===== src/hdl/acb_pkg.sv =====
package acb_pkg;

    // Clock and timing figures, in nanoseconds as specified.
    localparam int CLK_PERIOD_NS = 40;
    localparam int STS_RISE_MAX_NS = 600;
    localparam int STS_HOLD_MIN_NS = 300;
    localparam int STS_HOLD_MAX_NS = 1000;
    localparam int CONV12_MAX_NS = 35000;
    localparam int CONV8_MAX_NS = 24000;

    // Least times round up, longest times round down.
    localparam int STS_RISE_CYC = STS_RISE_MAX_NS / CLK_PERIOD_NS;
    localparam int STS_HOLD_CYC = (STS_HOLD_MIN_NS + CLK_PERIOD_NS - 1) / CLK_PERIOD_NS;
    localparam int STS_HOLD_MAX_CYC = STS_HOLD_MAX_NS / CLK_PERIOD_NS;
    localparam int CONV12_CYC = CONV12_MAX_NS / CLK_PERIOD_NS;
    localparam int CONV8_CYC = CONV8_MAX_NS / CLK_PERIOD_NS;
    localparam int COUNT_W = 10;

    // Result layout.
    localparam int RESULT_W = 12;
    localparam int RESULT_BIT_MSB = 11;
    localparam int RESULT_BIT_LSB = 0;
    localparam int BYTE_LO_BIT = 4;
    localparam int NIBBLE_HI_BIT = 3;

    // Control pins, in the order carried through the synchroniser.
    localparam int PIN_W = 5;
    localparam int PIN_CE = 0;
    localparam int PIN_CS_N = 1;
    localparam int PIN_RC = 2;
    localparam int PIN_WIDE = 3;
    localparam int PIN_BYTE = 4;
    localparam logic [PIN_W-1:0] PIN_RST = 5'h02;

    // APB register map.
    localparam int ADDR_W = 12;
    localparam int DATA_W = 32;
    localparam logic [ADDR_W-1:0] REG_CTRL = 12'h000;
    localparam logic [ADDR_W-1:0] REG_STAT = 12'h004;
    localparam logic [ADDR_W-1:0] REG_RESULT = 12'h008;
    localparam int CTRL_START_BIT = 0;
    localparam int CTRL_SHORT_BIT = 1;
    localparam int STAT_BUSY_BIT = 0;
    localparam int STAT_SHORT_BIT = 1;
    localparam int STAT_OE_BIT = 2;
    localparam int STAT_PIN_LO = 8;

    typedef enum logic [1:0] {
        ST_IDLE = 2'b00,
        ST_CONV = 2'b01,
        ST_HOLD = 2'b10
    } acb_state_t;

endpackage


===== src/hdl/acb_pin_if.sv =====
`timescale 1ns/1ns
interface acb_pin_if #(
    parameter int WIDTH = acb_pkg::PIN_W
);
    logic [WIDTH-1:0] raw;
    logic [WIDTH-1:0] filt;

    modport sync (input raw, output filt);
    modport user (output raw, input filt);
endinterface


===== src/hdl/acb_pin_sync.sv =====
`timescale 1ns/1ns
module acb_pin_sync #(
    parameter int WIDTH = acb_pkg::PIN_W,
    parameter logic [WIDTH-1:0] RST_VAL = acb_pkg::PIN_RST
) (
    input wire logic pclk, // Bus clock.
    input wire logic presetn, // Asynchronous reset, active low.
    acb_pin_if.sync pins // Raw pins in, filtered levels out.
);
    logic [WIDTH-1:0] meta_ff;
    logic [WIDTH-1:0] sync2_ff;
    logic [WIDTH-1:0] sync3_ff;
    logic [WIDTH-1:0] filt_ff;
    logic [WIDTH-1:0] nxt_filt;

    // A level counts only once the second and third stage agree, so a
    // glitch caught by the first stage never reaches the control logic.
    always_comb begin
        for (int i = 0; i < WIDTH; i++) begin
            nxt_filt[i] = (sync2_ff[i] == sync3_ff[i]) ? sync3_ff[i] : filt_ff[i];
        end
    end

    always_ff @(posedge pclk or negedge presetn) begin
        if (!presetn) begin
            meta_ff <= RST_VAL;
            sync2_ff <= RST_VAL;
            sync3_ff <= RST_VAL;
            filt_ff <= RST_VAL;
        end else begin
            meta_ff <= pins.raw;
            sync2_ff <= meta_ff;
            sync3_ff <= sync2_ff;
            filt_ff <= nxt_filt;
        end
    end

    assign pins.filt = filt_ff;
endmodule // acb_pin_sync


===== src/hdl/acb_conv_ctrl.sv =====
// The address map and register access over APB were left to the implementer.
`timescale 1ns/1ns
module acb_conv_ctrl #(
    parameter int CONV12_CYCLES = acb_pkg::CONV12_CYC,
    parameter int CONV8_CYCLES = acb_pkg::CONV8_CYC
) (
    input wire logic pclk, // APB clock, 25 MHz.
    input wire logic presetn, // Asynchronous reset, active low.
    input wire logic psel, // APB select.
    input wire logic penable, // APB access phase.
    input wire logic pwrite, // APB direction, high for write.
    input wire logic [acb_pkg::ADDR_W-1:0] paddr, // APB byte address.
    input wire logic [acb_pkg::DATA_W-1:0] pwdata, // APB write data.
    output logic [acb_pkg::DATA_W-1:0] prdata, // APB read data.
    output logic pready, // APB ready.
    output logic pslverr, // APB error for unmapped addresses.
    input wire logic chip_enable, // Chip enable pin, active high.
    input wire logic chip_select_n, // Chip select pin, active low.
    input wire logic read_convert, // High reads, falling edge converts.
    input wire logic bus_width_sel, // High for 12-bit word, low for bytes.
    input wire logic byte_address, // Byte select and short-cycle select.
    input wire logic [acb_pkg::RESULT_W-1:0] analog_code, // Digitised input value.
    output logic [acb_pkg::RESULT_W-1:0] result_bus_o, // Result data lines.
    output logic result_bus_oe, // High while result lines are driven.
    output logic conversion_status // High while a conversion is under way.
);
    localparam int RISE_BOUND = acb_pkg::STS_RISE_CYC;
    localparam int HOLD_MAX = acb_pkg::STS_HOLD_MAX_CYC;

    acb_pin_if #(.WIDTH(acb_pkg::PIN_W)) pin_bus ();

    acb_pin_sync #(
        .WIDTH(acb_pkg::PIN_W),
        .RST_VAL(acb_pkg::PIN_RST)
    ) u_pin_sync (
        .pclk(pclk),
        .presetn(presetn),
        .pins(pin_bus.sync)
    );

    always_comb begin
        pin_bus.raw = '0;
        pin_bus.raw[acb_pkg::PIN_CE] = chip_enable;
        pin_bus.raw[acb_pkg::PIN_CS_N] = chip_select_n;
        pin_bus.raw[acb_pkg::PIN_RC] = read_convert;
        pin_bus.raw[acb_pkg::PIN_WIDE] = bus_width_sel;
        pin_bus.raw[acb_pkg::PIN_BYTE] = byte_address;
    end

    logic ce_f;
    logic cs_n_f;
    logic rc_f;
    logic wide_f;
    logic byte_f;
    logic read_cond;
    logic start_cond;
    logic pin_start;
    logic soft_start;
    logic start_take;
    logic apb_acc;
    logic apb_hit;

    assign ce_f = pin_bus.filt[acb_pkg::PIN_CE];
    assign cs_n_f = pin_bus.filt[acb_pkg::PIN_CS_N];
    assign rc_f = pin_bus.filt[acb_pkg::PIN_RC];
    assign wide_f = pin_bus.filt[acb_pkg::PIN_WIDE];
    assign byte_f = pin_bus.filt[acb_pkg::PIN_BYTE];

    // In stand-alone wiring enable and select are fixed, so these reduce to
    // read/convert high and read/convert low.
    assign read_cond = ce_f && !cs_n_f && rc_f;
    assign start_cond = ce_f && !cs_n_f && !rc_f;

    acb_pkg::acb_state_t state_ff;
    acb_pkg::acb_state_t nxt_state;
    logic [acb_pkg::COUNT_W-1:0] cnt_ff;
    logic [acb_pkg::COUNT_W-1:0] nxt_cnt;
    logic [acb_pkg::RESULT_W-1:0] sample_ff;
    logic [acb_pkg::RESULT_W-1:0] nxt_sample;
    logic [acb_pkg::RESULT_W-1:0] result_ff;
    logic [acb_pkg::RESULT_W-1:0] nxt_result;
    logic short_ff;
    logic nxt_short;
    logic status_ff;
    logic nxt_status;
    logic start_cond_ff;
    logic soft_short_ff;
    logic nxt_soft_short;

    // A start is an edge into the convert condition, so a level held low
    // does not retrigger after the cycle ends.
    assign pin_start = start_cond && !start_cond_ff;
    assign apb_acc = psel && penable && pready;
    assign apb_hit = (paddr == acb_pkg::REG_CTRL) || (paddr == acb_pkg::REG_STAT)
        || (paddr == acb_pkg::REG_RESULT);
    assign soft_start = apb_acc && pwrite && (paddr == acb_pkg::REG_CTRL)
        && pwdata[acb_pkg::CTRL_START_BIT];
    assign start_take = (state_ff == acb_pkg::ST_IDLE) && (pin_start || soft_start);

    always_comb begin
        nxt_state = state_ff;
        nxt_cnt = cnt_ff;
        nxt_sample = sample_ff;
        nxt_result = result_ff;
        nxt_short = short_ff;
        nxt_status = status_ff;
        case (state_ff)
            acb_pkg::ST_IDLE: begin
                if (start_take) begin
                    nxt_state = acb_pkg::ST_CONV;
                    nxt_short = pin_start ? byte_f
                        : pwdata[acb_pkg::CTRL_SHORT_BIT];
                    nxt_cnt = nxt_short ? acb_pkg::COUNT_W'(CONV8_CYCLES - 1)
                        : acb_pkg::COUNT_W'(CONV12_CYCLES - 1);
                    nxt_sample = analog_code;
                    nxt_status = 1'b1;
                end
            end
            acb_pkg::ST_CONV: begin
                // Further starts are not looked at outside the idle state.
                if (cnt_ff == '0) begin
                    nxt_state = acb_pkg::ST_HOLD;
                    nxt_cnt = acb_pkg::COUNT_W'(acb_pkg::STS_HOLD_CYC - 1);
                    nxt_result = sample_ff;
                    if (short_ff) begin
                        nxt_result[acb_pkg::NIBBLE_HI_BIT:acb_pkg::RESULT_BIT_LSB] = '0;
                    end
                end else begin
                    nxt_cnt = cnt_ff - 1'b1;
                end
            end
            acb_pkg::ST_HOLD: begin
                // Result is valid here; status stays up for the minimum hold.
                if (cnt_ff == '0) begin
                    nxt_state = acb_pkg::ST_IDLE;
                    nxt_status = 1'b0;
                end else begin
                    nxt_cnt = cnt_ff - 1'b1;
                end
            end
            default: begin
                nxt_state = acb_pkg::ST_IDLE;
                nxt_status = 1'b0;
            end
        endcase
    end

    always_ff @(posedge pclk or negedge presetn) begin
        if (!presetn) begin
            state_ff <= acb_pkg::ST_IDLE;
            cnt_ff <= '0;
            sample_ff <= '0;
            result_ff <= '0;
            short_ff <= 1'b0;
            status_ff <= 1'b0;
            start_cond_ff <= 1'b0;
        end else begin
            state_ff <= nxt_state;
            cnt_ff <= nxt_cnt;
            sample_ff <= nxt_sample;
            result_ff <= nxt_result;
            short_ff <= nxt_short;
            status_ff <= nxt_status;
            start_cond_ff <= start_cond;
        end
    end

    logic [acb_pkg::RESULT_W-1:0] bus_ff;
    logic [acb_pkg::RESULT_W-1:0] nxt_bus;
    logic oe_ff;
    logic nxt_oe;

    // Drivers come on only when idle and reading; a start in the same cycle
    // wins so the lines never drive into a conversion.
    always_comb begin
        nxt_oe = (state_ff == acb_pkg::ST_IDLE) && read_cond && !start_take;
        nxt_bus = '0;
        if (wide_f) begin
            nxt_bus = result_ff;
        end else if (!byte_f) begin
            nxt_bus[acb_pkg::RESULT_BIT_MSB:acb_pkg::BYTE_LO_BIT] =
                result_ff[acb_pkg::RESULT_BIT_MSB:acb_pkg::BYTE_LO_BIT];
        end else begin
            nxt_bus[acb_pkg::RESULT_BIT_MSB:acb_pkg::BYTE_LO_BIT] =
                {result_ff[acb_pkg::NIBBLE_HI_BIT:acb_pkg::RESULT_BIT_LSB], 4'h0};
        end
    end

    always_ff @(posedge pclk or negedge presetn) begin
        if (!presetn) begin
            bus_ff <= '0;
            oe_ff <= 1'b0;
        end else begin
            bus_ff <= nxt_bus;
            oe_ff <= nxt_oe;
        end
    end

    assign result_bus_o = bus_ff;
    assign result_bus_oe = oe_ff;
    assign conversion_status = status_ff;

    logic [acb_pkg::DATA_W-1:0] rdata_ff;
    logic [acb_pkg::DATA_W-1:0] nxt_rdata;
    logic ready_ff;
    logic nxt_ready;
    logic err_ff;
    logic nxt_err;

    // One wait state: ready rises in the second access cycle, with data.
    always_comb begin
        nxt_ready = psel && penable && !ready_ff;
        nxt_err = nxt_ready && !apb_hit;
        nxt_rdata = '0;
        nxt_soft_short = soft_short_ff;
        if (nxt_ready && !pwrite) begin
            case (paddr)
                acb_pkg::REG_CTRL: nxt_rdata[acb_pkg::CTRL_SHORT_BIT] = soft_short_ff;
                acb_pkg::REG_STAT: begin
                    nxt_rdata[acb_pkg::STAT_BUSY_BIT] = status_ff;
                    nxt_rdata[acb_pkg::STAT_SHORT_BIT] = short_ff;
                    nxt_rdata[acb_pkg::STAT_OE_BIT] = oe_ff;
                    nxt_rdata[acb_pkg::STAT_PIN_LO +: acb_pkg::PIN_W] = pin_bus.filt;
                end
                acb_pkg::REG_RESULT: nxt_rdata[acb_pkg::RESULT_W-1:0] = result_ff;
                default: nxt_rdata = '0;
            endcase
        end
        if (apb_acc && pwrite && (paddr == acb_pkg::REG_CTRL)) begin
            nxt_soft_short = pwdata[acb_pkg::CTRL_SHORT_BIT];
        end
    end

    always_ff @(posedge pclk or negedge presetn) begin
        if (!presetn) begin
            rdata_ff <= '0;
            ready_ff <= 1'b0;
            err_ff <= 1'b0;
            soft_short_ff <= 1'b0;
        end else begin
            rdata_ff <= nxt_rdata;
            ready_ff <= nxt_ready;
            err_ff <= nxt_err;
            soft_short_ff <= nxt_soft_short;
        end
    end

    assign prdata = rdata_ff;
    assign pready = ready_ff;
    assign pslverr = err_ff;

    a_status_rise: assert property (
        @(posedge pclk) disable iff (!presetn)
        (state_ff == acb_pkg::ST_IDLE && !status_ff && $fell(read_convert)
            && chip_enable && !chip_select_n && $stable(chip_enable) && $stable(chip_select_n))
        |-> ##[1:RISE_BOUND] conversion_status)
        else $error("status did not rise after read/convert fell");

    a_status_hold: assert property (
        @(posedge pclk) disable iff (!presetn)
        $rose(state_ff == acb_pkg::ST_HOLD) |-> conversion_status [*8] ##1 !conversion_status)
        else $error("status fall not 300 ns after result");

    a_status_fall_max: assert property (
        @(posedge pclk) disable iff (!presetn)
        $rose(state_ff == acb_pkg::ST_HOLD) |-> ##[1:HOLD_MAX] !conversion_status)
        else $error("status fall later than 1000 ns");

    a_busy_float: assert property (
        @(posedge pclk) disable iff (!presetn)
        conversion_status |-> !result_bus_oe)
        else $error("result lines driven during conversion");

    a_busy_ignore: assert property (
        @(posedge pclk) disable iff (!presetn)
        (status_ff && (pin_start || soft_start) && state_ff == acb_pkg::ST_CONV)
        |=> $stable(sample_ff) && $stable(short_ff))
        else $error("start accepted while busy");

    a_read_drive: assert property (
        @(posedge pclk) disable iff (!presetn)
        (state_ff == acb_pkg::ST_IDLE && read_cond && !start_take) |=> result_bus_oe)
        else $error("result lines not driven on read");

    a_fall_float: assert property (
        @(posedge pclk) disable iff (!presetn)
        !read_cond |=> !result_bus_oe)
        else $error("result lines not floated after read/convert fell");

    a_start_edge: assert property (
        @(posedge pclk) disable iff (!presetn)
        ($rose(start_cond) && state_ff == acb_pkg::ST_IDLE)
        |=> state_ff == acb_pkg::ST_CONV && status_ff)
        else $error("falling read/convert did not start a conversion");

    a_word_format: assert property (
        @(posedge pclk) disable iff (!presetn)
        (result_bus_oe && $past(wide_f)) |-> result_bus_o == result_ff)
        else $error("12-bit word not presented");

    a_byte_format: assert property (
        @(posedge pclk) disable iff (!presetn)
        (result_bus_oe && !$past(wide_f) && $past(byte_f))
        |-> result_bus_o == {result_ff[3:0], 8'h00})
        else $error("low byte not left-justified");

    a_short_select: assert property (
        @(posedge pclk) disable iff (!presetn)
        (state_ff == acb_pkg::ST_IDLE && pin_start)
        |=> short_ff == $past(byte_f) ##1 1'b1)
        else $error("conversion length not taken from byte address");
endmodule // acb_conv_ctrl


===== config.mk =====
export PLATFORM = sky130hd
export DESIGN_NAME = acb_conv_ctrl
export DESIGN_NICKNAME = d
export VERILOG_FILES = /design/src/hdl/acb_pkg.sv /design/src/hdl/acb_pin_if.sv /design/src/hdl/acb_pin_sync.sv /design/src/hdl/acb_conv_ctrl.sv
export SDC_FILE = /design/constraint.sdc
export NUM_CORES = 1
export LEC_CHECK = 0
export CELL_PAD_IN_SITES_DETAIL_PLACEMENT = 0
export CELL_PAD_IN_SITES_GLOBAL_PLACEMENT = 1
export CORE_ASPECT_RATIO = 0.9
export CORE_UTILIZATION = 55
export CTS_BUF_LIST = sky130_fd_sc_hd__clkbuf_8
export DETAILED_ROUTE_END_ITERATION = 10
export DONT_BUFFER_PORTS = 1
export PLACE_DENSITY_LB_ADDON = 0.2
export SYNTH_ARGS = -nofsm -noshare
export SYNTH_HDL_FRONTEND = slang
export SYNTH_SLANG_ARGS = --single-unit

===== constraint.sdc =====
create_clock -name pclk -period 5.4 [get_ports pclk]
set_input_delay 0.81 -clock pclk [delete_from_list [all_inputs] [get_ports pclk]]
set_output_delay 0.81 -clock pclk [all_outputs]
set_load 0.05 [all_outputs]

# == Word-level counts from Yosys, hierarchy flattened ==
# Cells that the tools add are included.
# word_totals
register_bits,107
latchBits,0
ram_bits,0
romBits,0
input_bits,66
out_inout_bits,48
wordCells,94
n_memories,0
# classes
n_addsub,1
n_mul,0
div,0
order_cmp,0
eq_ne,13
n_shift,0
mux,24
bitwise_logic,1
reduce_logical,34
# ops
operator,n
$mux 10,3
$pmux 10 s3,1
$mux 8,2
$logic_and 1x1->1,15
$mux 13,1
$eq 12x3->1 const B,1
$eq 12x4->1 const B,1
$logic_not 12->1,1
$logic_not 10->1,1
$sub 10x1->10 const B,1
$mux 9,1
$reduce_and 3->1,3
$mux 4,2
$ne 2x2->1 const B,4
$pmux 4 s2,1
$logic_not 1->1,7
$mux 2,3
$pmux 1 s3,2
$pmux 2 s3,1
$eq 1x1->1,5
$mux 5,1
$mux 1,4
$pmux 1 s2,2
$reduce_and 2->1,2
6 further kinds,8

# == Logic depth before layout (Yosys ltp) ==
# logic_depth
depth_word,9
ltp_mapped,8
mapped_depth_nobuf,7

# == Cells and area by module ==
# A second synthesis with hierarchy kept.
# unflattened
cells_unflattened,309
hier_area_um2,3756.1
# by_module_without_submodules
module,n_inst,cells_per_inst,area_each_um2,seq_area_each_um2
acb_conv_ctrl,1,284,3194.3,1701.6
acb_pin_sync,1,25,561.8,505.5

# == Worst setup path before layout ==
# OpenSTA, ideal clock, no wires.
# synth_path
path_kind,in2reg
startpoint,in paddr[1] (netlist bit)
endpoint,reg cnt_ff[0] (netlist bit)
setup_ns,0.125
arrival_time_ns,2.519
required_time_ns,5.275
slack_ns,2.756
cell_stages,5
n_path_buf,0
path_cell_list,or4_1 > nor4_4 > a311oi_1 > nor2_1 > mux2_2
# synth_between
elab_chain_len,7
# synth_lines
element,line_no,source
start: declaration,acb_conv_ctrl.sv:12,"input wire logic [acb_pkg::ADDR_W-1:0] paddr,"
$logic_not 12->1,acb_conv_ctrl.sv:96,assign soft_start = apb_acc && pwrite && (paddr == acb_pkg::REG_CTRL)
$logic_and 1x1->1,acb_conv_ctrl.sv:96,
$logic_and 1x1->1,acb_conv_ctrl.sv:97,&& pwdata[acb_pkg::CTRL_START_BIT];
$logic_or 1x1->1,acb_conv_ctrl.sv:98,assign start_take = (state_ff == acb_pkg::ST_IDLE) && (pin_start || soft_start);
$logic_and 1x1->1,acb_conv_ctrl.sv:98,
$ne 2x2->1 (no line),-,
$reduce_and 3->1 (no line),-,
end signal: assignment,acb_conv_ctrl.sv:159,cnt_ff <= nxt_cnt;
end: declaration,acb_conv_ctrl.sv:76,logic [acb_pkg::COUNT_W-1:0] cnt_ff;
# Every way passes these cells.
# A chain may end at the register's enable or synchronous reset.

# == Final worst setup path ==
# layout_path
startpoint,in paddr[1] (netlist bit)
endpoint,reg cnt_ff[1] (netlist bit)
# The elaborated chain is that of the path after synthesis.

==> results.cfg <==
[clock_tree]
postCtsSetupBuffers = 0
cts.sinks = 88
cts_buffer_depth = 2
clock_latency_ns = 0.36
cts_tree = built
hold_buffers = 0
numCtsBuffers = 9
cts_resized = 0
htreeDepth = 3
clockRootBuffer = clkbuf_8
path_clk_slew_ns = 0.09

[timing]
fin_worst_skew_ns = 0.01092
min_period_ns = 2.761
tightest_slew_ns = 0.9178
max_freq_mhz = 362.1
hold_viol = 0
setup_viol = 0
report.final.slew_viol_count = 0
fin_crit_sh_pct = 51.14
setup_tns_ns = 0
grt_setup_unrepaired = no
relSlewSlack_pct = 38.30

[detailed_routing]
drt-vias-per-instance = 5.479
drt-initial-drc-count = 121
via_count = 2208
first_pass_iters = 4
totalWireLength_um = 6653
wire_per_inst_um = 16.51
drc_errors = 0
ant_nets = 0

[die]
start_util_pct = 56.97
dieArea_um2 = 7120
core_um2 = 6551
rows = 28
fp.dieH_um = 80.15
die_x_um = 88.84
ios = 114

[synthesis]
netlist_instances = 307
synth_edf_count = 0
synth-seq-cells = 88
ys_seq_area_share_pct = 59.14
synthesis.area_um2 = 3732
synth_cell_types = 52
yosysWarnings = 0
ys.flop_type = dfrtp_1
synth_area_per_cell_um2 = 12.16
async_flop_share_pct = 100.0

[pwr]
p_int_uw = 1178
power.density_nw_per_um2 = 456.2
power_frac_comb_pct = 23.0
ir_worst_vdd_v = 0.0002129
seqPwrFrac_pct = 51.4
switching_share_pct = 34.20
p_sw_uw = 612.4
clock_power_share_pct = 25.5
leakage_uw = 0.001792

[job]
maxCapViolCount = 0

[place]
dp_hpwl_um = 4571
place.gp.congestion = 0.7645
io_buffers = 0
dp_cells = 387

[critical_path]
endpoint_kind = register
path_class = in -> reg
crit_arrival_ns = 3.00
reg2reg_depth = 7
r2r-start = cnt_ff[0]$_DFFE_PN0P_
critical_path.max_fanout = 13
crit_start = paddr[1]
cp_data_required_time_ns = 5.64
start_kind = input port

[run_status]
status = finished, final reports clean

[grt]
grt_pass1_wl_um = 10710
grt-ovfl-total = 0
track_usage_pct = 20.40
grt_pass1_vias = 2084
grt_max_degree = 89
antenna_found_initial = 0

[cells_and_area]
synthToLayoutAreaGrowth_pct = 5.162
drive_gt1_share_pct = 18.21
diodes = 0
n_fill_cell = 568
final_cells = 403
nets = 379

[hold_path]
hp-class = in -> async
-- power by group through the flow --
stage               Clock (µW)  Combinational [µW]  Sequential [µW]
finish                     457                 413              921
global route               496                 458              938
CTS                        473                 413              921
detailed placement           0                 412              934
global placement             0                 401              929
floorplan                    0                 363              901
-- area by class of cell --
| cell class | instances | area [µm²] | share of cell area [%] |
|---|---|---|---|
| flip-flops and latches | 88 | 2207 | 56.23 |
| multi-input cells | 201 | 1373 | 34.97 |
| clock buffers | 9 | 123.9 | 3.156 |
| well taps | 90 | 112.6 | 2.869 |
| clock inverters | 7 | 78.83 | 2.008 |
| inverters | 8 | 30.03 | 0.7651 |
-- cell usage after synthesis, drive strengths merged, types with 2 or more instances --
cell type | count | area (µm²)
a22o | 3 | 26.28
nor2b | 2 | 12.51
clkbuf | 2 | 7.510
a211oi | 2 | 15.01
maj3 | 5 | 50.05
mux2 | 26 | 296.5
buf | 26 | 188.9
o31ai | 3 | 22.52
o22ai | 3 | 18.77
dfstp | 4 | 105.1
nand3 | 2 | 10.01
or2 | 3 | 18.77
nor2 | 18 | 67.56
nor4 | 3 | 40.04
nand2b | 8 | 50.05
or4 | 6 | 48.80
dfrtp | 84 | 2102
ha | 5 | 62.56
o21ai | 11 | 55.05
inv | 8 | 30.03
o41ai | 3 | 45.05
a21oi | 10 | 50.05
and2 | 9 | 56.30
nor3 | 6 | 30.03
and3 | 6 | 37.54
a22oi | 7 | 52.55
nand2 | 25 | 96.35
or3 | 2 | 12.51
-- worst paths after layout --
kind / to / slack, ns
setup / recovery: cnt_ff[1]$_DFFE_PN0P_ / 2.64
hold / removal: u_pin_sync.pins.filt[3]$_DFFE_PN0N_ / 0.13
setup reg to reg: cnt_ff[6]$_DFFE_PN0P_ / 2.72
hold reg to reg: u_pin_sync.sync2_ff[3]$_DFF_PN0_ / 0.35
max in group asynchronous: u_pin_sync.meta_ff[1]$_DFF_PN1_ / 5.06
min in group pclk: u_pin_sync.sync2_ff[3]$_DFF_PN0_ / 0.35
-- worst max-delay path: stages --
cell and delay [ns]:
or4_1 0.59, nor4_4 0.40, a311oi_2 0.37, nor2_1 0.44, mux2_2 0.38
-- flip-flops by register name, indices dropped and copies added (netlist names), 2 cells and up --
| register | cells |
|---|---|
| prdata | 13 |
| result_bus_o | 12 |
| result_ff | 12 |
| sample_ff | 12 |
| cnt_ff | 10 |
| u_pin_sync.meta_ff | 5 |
| u_pin_sync.pins.filt | 5 |
| u_pin_sync.sync2_ff | 5 |
| u_pin_sync.sync3_ff | 5 |
| state_ff | 2 |
-- metrics by stage --
stage | instance area [µm²] | setup slack [ns] | utilization [%] | power, µW | hold slack (ns)
3_5_place_dp | 3722 | 2.252 | 56.82 | 1346 | 0.3347
6_report | 3925 | 2.639 | 59.91 | 1791 | 0.1339
5_1_grt | 3925 | 2.465 | 59.91 | 1891 | 0.1052
2_1_floorplan | 3800 | 2.756 | - | 1264 | 0.3312
3_3_place_gp | 3722 | 2.272 | 56.82 | 1330 | 0.3328
4_1_cts | 3925 | 2.640 | 59.91 | 1807 | 0.1195
-- cell families (layout without fill, tap and decap cells) --
logic type / count (synthesis) / count (layout) / share of synthesized area, %
muxes: 26 / 26 / 7.945
adders and majority gates: 10 / 10 / 3.017
DFF: 88 / 88 / 59.14
and+or+nand+nor: 94 / 94 / 13.85
AOI/OAI and AO/OA: 51 / 51 / 9.655
buffers and inverters: 36 / 24 / 6.068
xor gates and xnor gates: 1 / 1 / 0.2347
other: 1 / 19 / 0.1005
-- cells in the final DEF, fill, tap and decap left out, types with 2 or more instances in the layout --
cell type,n
dfrtp_1,84
nand2b_1,8
maj3_1,5
and3_1,6
and2_1,9
nor2b_1,2
a22o_1,3
or2_2,3
a21oi_1,10
inv_1,8
a22oi_1,7
or4_1,5
a211oi_1,2
or3_1,2
o21ai_0,11
nand3_1,2
dfstp_2,4
o41ai_1,2
clkinvlp_4,2
conb_1,19
o31ai_1,3
clkbuf_8,9
mux2_2,25
nand2_1,24
ha_1,5
o22ai_1,3
nor2_1,18
nor3_1,6
-- metal layers --
metal,wire length [µm],share of wire (%),vias to the layer above,GRT usage [%]
met2,3117,47,62,30.85
met1,3127,47,1093,27.53
met5,0,0,-,0
met3,334,5.0,9,6.783
met4,74,1.1,0,6.774
li1,-,-,1044,-
(Power assumes the default switching activity.)
